File: config.mk
export PLATFORM = sky130hd
export DESIGN_NAME = watchdog_downcounter
export DESIGN_NICKNAME = d
export VERILOG_FILES = /design/src/wdg_pkg.sv /design/src/watchdog_downcounter.sv
export SDC_FILE = /design/constraint.sdc
export NUM_CORES = 1
export LEC_CHECK = 0
export BUFFER_PORTS_ARGS = -buffer_cell sky130_fd_sc_hd__buf_4
export CORE_MARGIN = 5
export CORE_UTILIZATION = 53
export CTS_CLUSTER_DIAMETER = 100
export DETAILED_ROUTE_END_ITERATION = 6
export HOLD_SLACK_MARGIN = 0.02
export MAX_ROUTING_LAYER = met4
export PLACE_DENSITY = 0.86
export RECOVER_POWER = 100
export SYNTH_ARGS = -nofsm -noshare
export SYNTH_HDL_FRONTEND = slang
export SYNTH_SLANG_ARGS = --single-unit
File: constraint.sdc
create_clock -name clk -period 2.08 [get_ports clk]
set_input_delay 0.104 -clock clk [delete_from_list [all_inputs] [get_ports clk]]
set_output_delay 0.104 -clock clk [all_outputs]
set_load 0.05 [all_outputs]
File: src/wdg_pkg.sv
// Package for the watchdog downcounter: bus map, bit positions and timing.
// Assumes a 200 MHz core clock and an 8 MHz prescaler-equivalent timebase.
package wdg_pkg;
	localparam logic [1:0] ADDR_CTRL      = 2'h0;
	localparam logic [1:0] ADDR_OPTIONS   = 2'h1;
	localparam logic [1:0] ADDR_STATUS    = 2'h2;
	localparam int         ACT_BIT        = 7;
	localparam int         GUARD_BIT      = 6;
	localparam logic [7:0] CTRL_RESET     = 8'h7F;
	localparam int         CLK_MHZ        = 200;
	localparam int         CPU_MHZ        = 8;
	localparam int         PRESCALE_CPU   = 16384;
	localparam int         PRESCALE_CYC   = PRESCALE_CPU * CLK_MHZ / CPU_MHZ;
	localparam int         RST_PHASE_SHORT = 256;
	localparam int         RST_PHASE_LONG  = 4096;
	localparam int         RST_SHORT_CYC  = RST_PHASE_SHORT * CLK_MHZ / CPU_MHZ;
	localparam int         RST_LONG_CYC   = RST_PHASE_LONG * CLK_MHZ / CPU_MHZ;
endpackage : wdg_pkg

File: src/watchdog_downcounter.sv
// Watchdog downcounter with sticky activation and reset-phase generator.
// Assumes a single clock, synchronous strobes and a system reset fed back from wdg_reset.
`timescale 1ns/1ps
`default_nettype none

module watchdog_downcounter
	import wdg_pkg::*;
#(
	parameter int PRESCALE = PRESCALE_CYC,
	parameter int PHASE_SHORT = RST_SHORT_CYC,
	parameter int PHASE_LONG  = RST_LONG_CYC
) (
	input  wire logic       clk,
	input  wire logic       rst,
	input  wire logic [1:0] addr,
	input  wire logic [7:0] wdata,
	input  wire logic       wr,
	input  wire logic       rd,
	output logic      [7:0] rdata,
	input  wire logic       hw_watchdog_opt,
	input  wire logic       halt_req,
	output logic            halt_grant,
	output logic            wdg_reset
);
	logic [7:0]  ctrl_r;
	logic        active_r;
	logic        halt_reset_option_r;
	logic        long_phase_r;
	logic        hw_opt_r;
	logic [23:0] pre_r;
	logic        tick;
	logic [7:0]  ctrl_nxt;
	logic        trip;
	logic [19:0] phase_r;
	logic        cause_r;
	logic        halt_grant_r;

	logic wr_ctrl;
	assign wr_ctrl = wr && (addr == ADDR_CTRL);

	// free prescaler
	// Never cleared by writes, so refresh timing has one-period jitter
	always_ff @(posedge clk or posedge rst) begin
		if (rst)
			pre_r <= '0;
		else if (pre_r == 24'(PRESCALE - 1))
			pre_r <= '0;
		else
			pre_r <= pre_r + 24'h000001;
	end
	assign tick = (pre_r == 24'(PRESCALE - 1));

	// Strap resampled on every clock, during reset too; the flop has no reset
	always_ff @(posedge clk) begin
		hw_opt_r <= hw_watchdog_opt;
	end

	always_comb begin
		ctrl_nxt = ctrl_r;
		if (tick)
			ctrl_nxt[GUARD_BIT:0] = ctrl_r[GUARD_BIT:0] - 7'h01;
		if (wr_ctrl)
			ctrl_nxt[GUARD_BIT:0] = wdata[GUARD_BIT:0];
	end

	always_ff @(posedge clk or posedge rst) begin
		if (rst)
			ctrl_r <= CTRL_RESET;
		else
			ctrl_r <= ctrl_nxt;
	end

	always_ff @(posedge clk or posedge rst) begin
		if (rst)
			active_r <= 1'b0;
		else if (hw_opt_r || (wr_ctrl && wdata[ACT_BIT]))
			active_r <= 1'b1;
	end

	logic act_now;
	assign act_now = active_r || hw_opt_r || (wr_ctrl && wdata[ACT_BIT]);

	// Options register
	always_ff @(posedge clk or posedge rst) begin
		if (rst) begin
			halt_reset_option_r <= 1'b1;
			long_phase_r        <= 1'b0;
		end else if (wr && addr == ADDR_OPTIONS) begin
			halt_reset_option_r <= wdata[0];
			long_phase_r        <= wdata[1];
		end
	end

	assign trip = act_now && (
		(ctrl_r[GUARD_BIT] && !ctrl_nxt[GUARD_BIT]) ||
		(wr_ctrl && !wdata[GUARD_BIT]) ||
		(halt_req && halt_reset_option_r));

	// reset phase
	// Phase counter clears on its own expiry and on rst; rst feeds back from wdg_reset
	always_ff @(posedge clk or posedge rst) begin
		if (rst) begin
			phase_r <= '0;
			cause_r <= 1'b0;
		end else if (phase_r != 20'h00000) begin
			phase_r <= phase_r - 20'h00001;
		end else if (trip) begin
			phase_r <= long_phase_r ? 20'(PHASE_LONG) : 20'(PHASE_SHORT);
			cause_r <= 1'b1;
		end
	end
	assign wdg_reset = (phase_r != 20'h00000);

	always_ff @(posedge clk or posedge rst) begin
		if (rst)
			halt_grant_r <= 1'b0;
		else
			halt_grant_r <= halt_req && !(act_now && halt_reset_option_r);
	end
	assign halt_grant = halt_grant_r;

	always_ff @(posedge clk or posedge rst) begin
		if (rst)
			rdata <= 8'h00;
		else if (rd) begin
			case (addr)
				ADDR_CTRL:    rdata <= {active_r | hw_opt_r, ctrl_r[GUARD_BIT:0]};
				ADDR_OPTIONS: rdata <= {6'h00, long_phase_r, halt_reset_option_r};
				ADDR_STATUS:  rdata <= {6'h00, hw_opt_r, cause_r};
				default:      rdata <= 8'h00;
			endcase
		end else
			rdata <= 8'h00;
	end

	property p_sticky;
		@(posedge clk) disable iff (rst)
			active_r |=> active_r;
	endproperty
	a_sticky: assert property (p_sticky) else $error("activation dropped");

	property p_activate;
		@(posedge clk) disable iff (rst)
			(wr_ctrl && wdata[ACT_BIT]) |=> active_r;
	endproperty
	a_activate: assert property (p_activate) else $error("activate ignored");

	property p_swreset;
		@(posedge clk) disable iff (rst)
			(wr_ctrl && wdata[ACT_BIT] && !wdata[GUARD_BIT] && !wdg_reset) |=> wdg_reset;
	endproperty
	a_swreset: assert property (p_swreset) else $error("no software reset");

	property p_halt;
		@(posedge clk) disable iff (rst)
			(halt_req && act_now && halt_reset_option_r) |=> !halt_grant;
	endproperty
	a_halt: assert property (p_halt) else $error("halt granted while armed");

	property p_halt_ok;
		@(posedge clk) disable iff (rst)
			(halt_req && !act_now) |=> halt_grant;
	endproperty
	a_halt_ok: assert property (p_halt_ok) else $error("halt refused");

	property p_count;
		@(posedge clk) disable iff (rst)
			(tick && !wr_ctrl) |=> ctrl_r[GUARD_BIT:0] == $past(ctrl_r[GUARD_BIT:0]) - 7'h01;
	endproperty
	a_count: assert property (p_count) else $error("counter did not step");

	property p_inactive_quiet;
		@(posedge clk) disable iff (rst)
			(!act_now && !wdg_reset) |=> !wdg_reset;
	endproperty
	a_inactive_quiet: assert property (p_inactive_quiet) else $error("reset while inactive");

	property p_phase;
		@(posedge clk) disable iff (rst)
			$rose(wdg_reset) |-> wdg_reset [*4];
	endproperty
	a_phase: assert property (p_phase) else $error("reset phase short");

	property p_pre_wrap;
		@(posedge clk) disable iff (rst)
			tick |=> pre_r == 24'h000000;
	endproperty
	a_pre_wrap: assert property (p_pre_wrap) else $error("prescaler did not wrap");

	property p_tick_single;
		@(posedge clk) disable iff (rst)
			tick |=> !tick;
	endproperty
	a_tick_single: assert property (p_tick_single) else $error("double tick");

	property p_pre_write;
		@(posedge clk) disable iff (rst)
			(wr_ctrl && !tick) |=> pre_r == $past(pre_r) + 24'h000001;
	endproperty
	a_pre_write: assert property (p_pre_write) else $error("prescaler disturbed by write");

	property p_write_load;
		@(posedge clk) disable iff (rst)
			wr_ctrl |=> ctrl_r[GUARD_BIT:0] == $past(wdata[GUARD_BIT:0]);
	endproperty
	a_write_load: assert property (p_write_load) else $error("count not loaded");

	property p_wrap;
		@(posedge clk) disable iff (rst)
			(tick && !wr_ctrl && ctrl_r[GUARD_BIT:0] == 7'h00) |=> ctrl_r[GUARD_BIT:0] == 7'h7F;
	endproperty
	a_wrap: assert property (p_wrap) else $error("counter did not wrap");

	property p_guard_trip;
		@(posedge clk) disable iff (rst)
			(active_r && tick && !wr_ctrl && ctrl_r[GUARD_BIT:0] == 7'h40 && !wdg_reset) |=> wdg_reset;
	endproperty
	a_guard_trip: assert property (p_guard_trip) else $error("no reset on timeout");

	property p_hw_active;
		@(posedge clk) disable iff (rst)
			hw_opt_r |=> active_r;
	endproperty
	a_hw_active: assert property (p_hw_active) else $error("strap did not activate");

	property p_halt_arm;
		@(posedge clk) disable iff (rst)
			(halt_req && act_now && halt_reset_option_r && !wdg_reset) |=> wdg_reset;
	endproperty
	a_halt_arm: assert property (p_halt_arm) else $error("halt gave no reset");

	property p_phase_load;
		@(posedge clk) disable iff (rst)
			$rose(wdg_reset) |-> phase_r == (long_phase_r ? 20'(PHASE_LONG) : 20'(PHASE_SHORT));
	endproperty
	a_phase_load: assert property (p_phase_load) else $error("wrong phase length");

	property p_phase_count;
		@(posedge clk) disable iff (rst)
			(wdg_reset && phase_r != 20'h00001) |=> wdg_reset;
	endproperty
	a_phase_count: assert property (p_phase_count) else $error("phase cut short");

	property p_phase_end;
		@(posedge clk) disable iff (rst)
			(phase_r == 20'h00001) |=> !wdg_reset;
	endproperty
	a_phase_end: assert property (p_phase_end) else $error("phase overran");

	property p_grant_pulse;
		@(posedge clk) disable iff (rst)
			halt_grant |-> $past(halt_req);
	endproperty
	a_grant_pulse: assert property (p_grant_pulse) else $error("grant without halt");

	property p_opts_write;
		@(posedge clk) disable iff (rst)
			(wr && addr == ADDR_OPTIONS) |=> halt_reset_option_r == $past(wdata[0]);
	endproperty
	a_opts_write: assert property (p_opts_write) else $error("option not stored");

	property p_cause_sticky;
		@(posedge clk) disable iff (rst)
			cause_r |=> cause_r;
	endproperty
	a_cause_sticky: assert property (p_cause_sticky) else $error("cause flag lost");

	property p_cause_set;
		@(posedge clk) disable iff (rst)
			$rose(wdg_reset) |-> cause_r;
	endproperty
	a_cause_set: assert property (p_cause_set) else $error("cause not recorded");

	property p_read_count;
		@(posedge clk) disable iff (rst)
			(rd && addr == ADDR_CTRL) |=> rdata[GUARD_BIT:0] == $past(ctrl_r[GUARD_BIT:0]);
	endproperty
	a_read_count: assert property (p_read_count) else $error("count read wrong");

	property p_read_act;
		@(posedge clk) disable iff (rst)
			(rd && addr == ADDR_CTRL) |=> rdata[ACT_BIT] == $past(active_r || hw_opt_r);
	endproperty
	a_read_act: assert property (p_read_act) else $error("activate read wrong");

	property p_hold_count;
		@(posedge clk) disable iff (rst)
			(!tick && !wr_ctrl) |=> $stable(ctrl_r[GUARD_BIT:0]);
	endproperty
	a_hold_count: assert property (p_hold_count) else $error("count moved off tick");

	property p_halt_free;
		@(posedge clk) disable iff (rst)
			(halt_req && !halt_reset_option_r) |=> halt_grant;
	endproperty
	a_halt_free: assert property (p_halt_free) else $error("halt refused with option off");

	c_sw: cover property (@(posedge clk) disable iff (rst) wr_ctrl && !wdata[GUARD_BIT] && wdata[ACT_BIT]);
	c_to: cover property (@(posedge clk) disable iff (rst) tick && active_r && ctrl_r[GUARD_BIT:0] == 7'h40);
	c_hl: cover property (@(posedge clk) disable iff (rst) halt_grant);
	c_lg: cover property (@(posedge clk) disable iff (rst) $rose(wdg_reset) && long_phase_r);
	c_hw: cover property (@(posedge clk) disable iff (rst) hw_opt_r && halt_req);
endmodule : watchdog_downcounter

`default_nettype wire

After elaboration in Yosys (flattened, before gate mapping)
Index checks and enable logic that the tools add are counted.
Widths: inputs -> output; s select.
{ "totals": {"input_bits": 16, "wordCells": 49, "out_inout_bits": 10, "regBits": 65} }
{ "op_classes": {"reduce_logical": 22, "bitwise_logic": 2, "muxes": 8, "n_eq_ne": 3, "addsub": 3} }
{ "ops": {"columns": ["operator", "count"], "rows": [
  ["$mux 20", 2],
  ["$add 24x1->24 const B", 1],
  ["$eq 24x19->1 const B", 1],
  ["$mux 24", 1],
  ["$pmux 8 s3", 1],
  ["$reduce_bool 20->1", 1],
  ["$sub 20x1->20 const B", 1],
  ["$mux 17", 1],
  ["$mux 7", 2],
  ["$logic_and 1x1->1", 9],
  ["$mux 8", 1],
  ["$sub 7x1->7 const B", 1],
  ["$logic_or 1x1->1", 5],
  ["$reduce_bool 2->1", 2],
  ["$logic_not 1->1", 3],
  ["$eq 2x1->1 const B", 1],
  ["$eq 2x2->1 const B", 1],
  ["$logic_not 2->1", 1],
  ["$reduce_and 2->1", 1],
  ["$not 1->1", 1],
  ["$or 1x1->1", 1]
]} }

Depth between registers and ports, before layout
{ "depth": {"ltp_word": 10, "ltp_mapped": 8, "ltp_nobuf": 8} }

Least setup slack after synthesis
OpenSTA, ideal clock, no wires.
{ "synth_timing": {"path_kind": "register to register", "startpoint": "register phase_r[0]", "endpoint": "register phase_r[18]", "t_arrival_ns": 2.172, "required_time_ns": 1.955, "setup_time_ns": 0.125, "path_stages_with_launch": 8, "period_less_slack_ns": 2.297, "path_slack_ns": -0.217, "path_buffers": 0, "cell_sequence": "dfrtp_1 -> inv_1 -> ha_1 -> or2b_2 -> nand3b_1 -> or3_2 -> nor3_1 -> mux2_2"} }
{ "synth_via": {"elab_chain_len": 2, "elab_cells_between_ends": 4, "classes_between": "1 x add/sub; 1 x mux; 2 x reduce/logical"} }
{ "synth_lines": {"columns": ["item", "line_no", "rtl"], "rows": [
  ["from (decl)", "watchdog_downcounter.sv:34", "logic [19:0] phase_r;"],
  ["from (signal assigned)", "watchdog_downcounter.sv:106", "phase_r <= phase_r - 20'h00001;"],
  ["from (signal assigned)", "watchdog_downcounter.sv:108", "phase_r <= long_phase_r ? 20'(PHASE_LONG) : 20'(PHASE_SHORT);"],
  ["$sub 20x1->20 / $reduce_bool 20->1 (equally long branches)", "watchdog_downcounter.sv:106, watchdog_downcounter.sv:105", null],
  ["$mux 20 / $reduce_bool 2->1 (equally long branches)", null, null]
]} }
Several ways; a longest one is shown, not always the timed one.
A chain may end at the register's enable or synchronous reset.

Worst setup path in the final report
{ "layout_timing": {"startpoint": "register phase_r[11]", "endpoint": "output port wdg_reset"} }
{ "layout_via": {"elab_chain_len": 1} }
{ "layout_lines": {"columns": ["item", "line_no", "rtl"], "rows": [
  ["$reduce_bool 20->1", "watchdog_downcounter.sv:112", "assign wdg_reset = (phase_r != 20'h00000);"],
  ["to (decl)", "watchdog_downcounter.sv:23", "output logic wdg_reset"]
]} }
No other way between the ends.

==> results.sh <==
export IMPL_leakage_nw=1.72
export IMPL_core_area_mm2=0.00557
export IMPL_syn_area_mm2=0.00308
export IMPL_grt_max_degree=42
export IMPL_netlist_top_cells_area="dfrtp_1 46%, dfstp_2 6.8%, xor2_1 5.1%"
export IMPL_clock_fmax_mhz=448
export IMPL_layout_cells_non_filler=436
export IMPL_ys_warnings_count=0
export IMPL_synth_top_cell_area_share_pct=45.6
export IMPL_dp_cells=400
export IMPL_peakVddDrop_mv=0.357
export IMPL_drc=0
export IMPL_core_rowCount=27
export IMPL_vias=2427
export IMPL_drive_gt1_share_pct=26.9
export IMPL_hold_viol=0
export IMPL_globalRouteTotalUtil_pct=19.9
export IMPL_cp_cell_sequence="or4_4, or3_4, nor3_4, buf_6, inv_4, buf_8"
export IMPL_wl_per_cell_um=15.4
export IMPL_startpoint="phase_r[11]"
export IMPL_grt_pass1_wl_um=11300
export IMPL_antenna_left=0
export IMPL_avgSynthCellArea_um2=10.6
export IMPL_synthDistinctLibCells=55
export IMPL_setup_viol_count_final=8
export IMPL_viasPerCell=5.57
export IMPL_critPathKind="reg2out"
export IMPL_slew_headroom_pct=39.4
export IMPL_synth_ff_type="dfrtp_1"
export IMPL_io_pins=26
export IMPL_crit_fanout=7
export IMPL_cts_max_level=3
export IMPL_dp_hpwl_um=4400
export IMPL_cts_buffers=9
export IMPL_cts_path_max_buffers=2
export IMPL_root_buffer="clkbuf_8"
export IMPL_finalCritPeriodShare_pct=107
export IMPL_powerDensity_mw_per_mm2=678
export IMPL_drv_slew=0
export IMPL_arrival_ns=2.13
export IMPL_layout_common_cells="56 x dfrtp_1, 35 x buf_4, 24 x nand2_1, 23 x nor2_1, 18 x xor2_1"
export IMPL_fin_nets=378
export IMPL_tritoncts="yes"
export IMPL_drt_iter0_drc=94
export IMPL_die_area_mm2=0.00743
export IMPL_n_antenna_cell=0
export IMPL_outcome="complete, but fails checks"
export IMPL_fin_ws_ns=-0.152
export IMPL_first_pass_iters=4
export IMPL_min_period_ns=2.23
export IMPL_syn_nets=309
export IMPL_worstSkewPairLatency_ns=0.35
export IMPL_tightest_slew_ns=0.909
export IMPL_initial_utilization_pct=55.2
export IMPL_ys_async_sr_fraction_pct=98.5
export IMPL_hold_class="in2reg"
export IMPL_dieHeight_um=86.2
export IMPL_area_delta_synth_final_pct=26.6
export IMPL_violations="setup timing"
export IMPL_layout_commonest_cell="dfrtp_1"
export IMPL_synth_edf_count=0
export IMPL_ys_seq_elements=65
export IMPL_slowest_stage="or4_4"
export IMPL_drt_wl_total_um=6700
export IMPL_place_port_buffers=25
export IMPL_fp_dieW_um=86.2
export IMPL_cp_start_kind="flop"
export IMPL_hold_start="wdata[6]"
export IMPL_path_clk_slew_ns=0.07
export IMPL_cp_end_kind="output port"
export IMPL_yosysSeqAreaShare_pct=53.1
export IMPL_dp_slack_ns=-0.109
export IMPL_worstReg2RegStart="phase_r[11]"
export IMPL_gp_congestion=0.819
export IMPL_critPathMaxStageDelay_ns=0.56
export IMPL_antenna_found_initial=0
export IMPL_synth_cells=290
export IMPL_cts_sinks=65
export IMPL_rsz0062_at_grt="yes"
export IMPL_skew_ns=0.0119
export IMPL_grt_pass1_vias=2475
export IMPL_synth_area_leader_cell="dfrtp_1"
export IMPL_critPathRequiredTime_ns=1.98
export IMPL_maxCapViolations=0
export IMPL_fin_util_pct=69.8
export IMPL_grt_ovfl_total=0
-- cell families (layout without fill, tap and decap cells) --
| group | count (synthesis) | count (layout) | share of synthesized area, % |
|---|---|---|---|
| fa+ha+maj | 3 | 3 | 1.22 |
| simple gates | 134 | 134 | 24.7 |
| xor+xnor | 35 | 35 | 9.97 |
| flops | 65 | 65 | 53.1 |
| buf+inv | 15 | 89 | 2.16 |
| mux | 7 | 7 | 2.44 |
| compound gates | 31 | 31 | 6.43 |
-- critical path, delay by kind of cell, from the launching register on --
family | cells | cell delay, ns
simple gates | 3 | 1.08
flops | 1 | 0.39
buf+inv | 3 | 0.32
-- synthesized netlist by cell type, drive strengths merged, types with 5 or more instances --
cell type and n:
nand3 11, or3 6, nor3b 6, dfrtp 56, dfstp 8, nand2 24
nor2 24, nor3 12, and2 9, xor2 18, nor4 8, nand4 9
and3 5, inv 9, o21ai 18, xnor2 17
-- registers in the layout, indices dropped and copies added, names as in the netlist --
name / count
ctrl_r: 7
active_r: 1
pre_r: 24
rdata: 8
hw_opt_r: 1
halt_grant: 1
long_phase_r: 1
phase_r: 20
cause_r: 1
halt_reset_option_r: 1
-- final timing paths --
check	slack, ns	cells after the start	endpoint
setup / recovery	-0.15	6	wdg_reset
hold / removal	0.05	3	ctrl_r[6]
setup reg to reg	-0.14	8	phase_r[10]
hold reg to reg	0.47	1	cause_r
max in group asynchronous	0.41	4	ctrl_r[0]
min in group asynchronous	0.52	3	pre_r[7]
-- through the flow --
step                TNS (ns)  hold WS (ns)  instance area, um2  total power [mW]
floorplan            -0.0975         0.132                3090              1.52
global placement           0         0.172                3490              1.59
detailed placement    -0.627         0.198                3490              1.60
CTS                   -0.279        0.0461                3830              2.67
global route           -3.44        0.0542                3890              2.76
finish                -0.672        0.0512                3890              2.64
-- power breakdown --
group / switching (mW) / internal (mW) / leakage [nW]
combinational: 0.132 / 0.0869 / 0.799
clock: 0.479 / 0.577 / 0.102
sequential: 0.0406 / 1.32 / 0.824
total: 0.652 / 1.99 / 1.72
-- metal layers --
metal	GRT usage, %	up-vias	share of wire [%]
met2	32.2	44	51
met1	24.1	1221	42
met5	-	-	0
li1	-	1148	-
met4	7.22	0	1.7
met3	5.13	14	4.4
-- cell type report --
cell class              count  area, um2
fillers                   420       1680
flip-flops and latches     65       1630
multi-input cells         210       1450
repair buffers             64        490
clock buffers              10        138
well taps                  72       90.1
clock inverters             6       57.6
inverters                   9       36.3
-- what timing repair did --
action	CTS	global route
gates cloned	0	0
endpoints found under the setup margin	13	35
hold endpoints to repair	31	0
buffers inserted	4	7
hold buffers	10	0
gates resized for setup	4	22
pin swaps	1	6
Note: power is estimated with default switching activity, not from simulation.
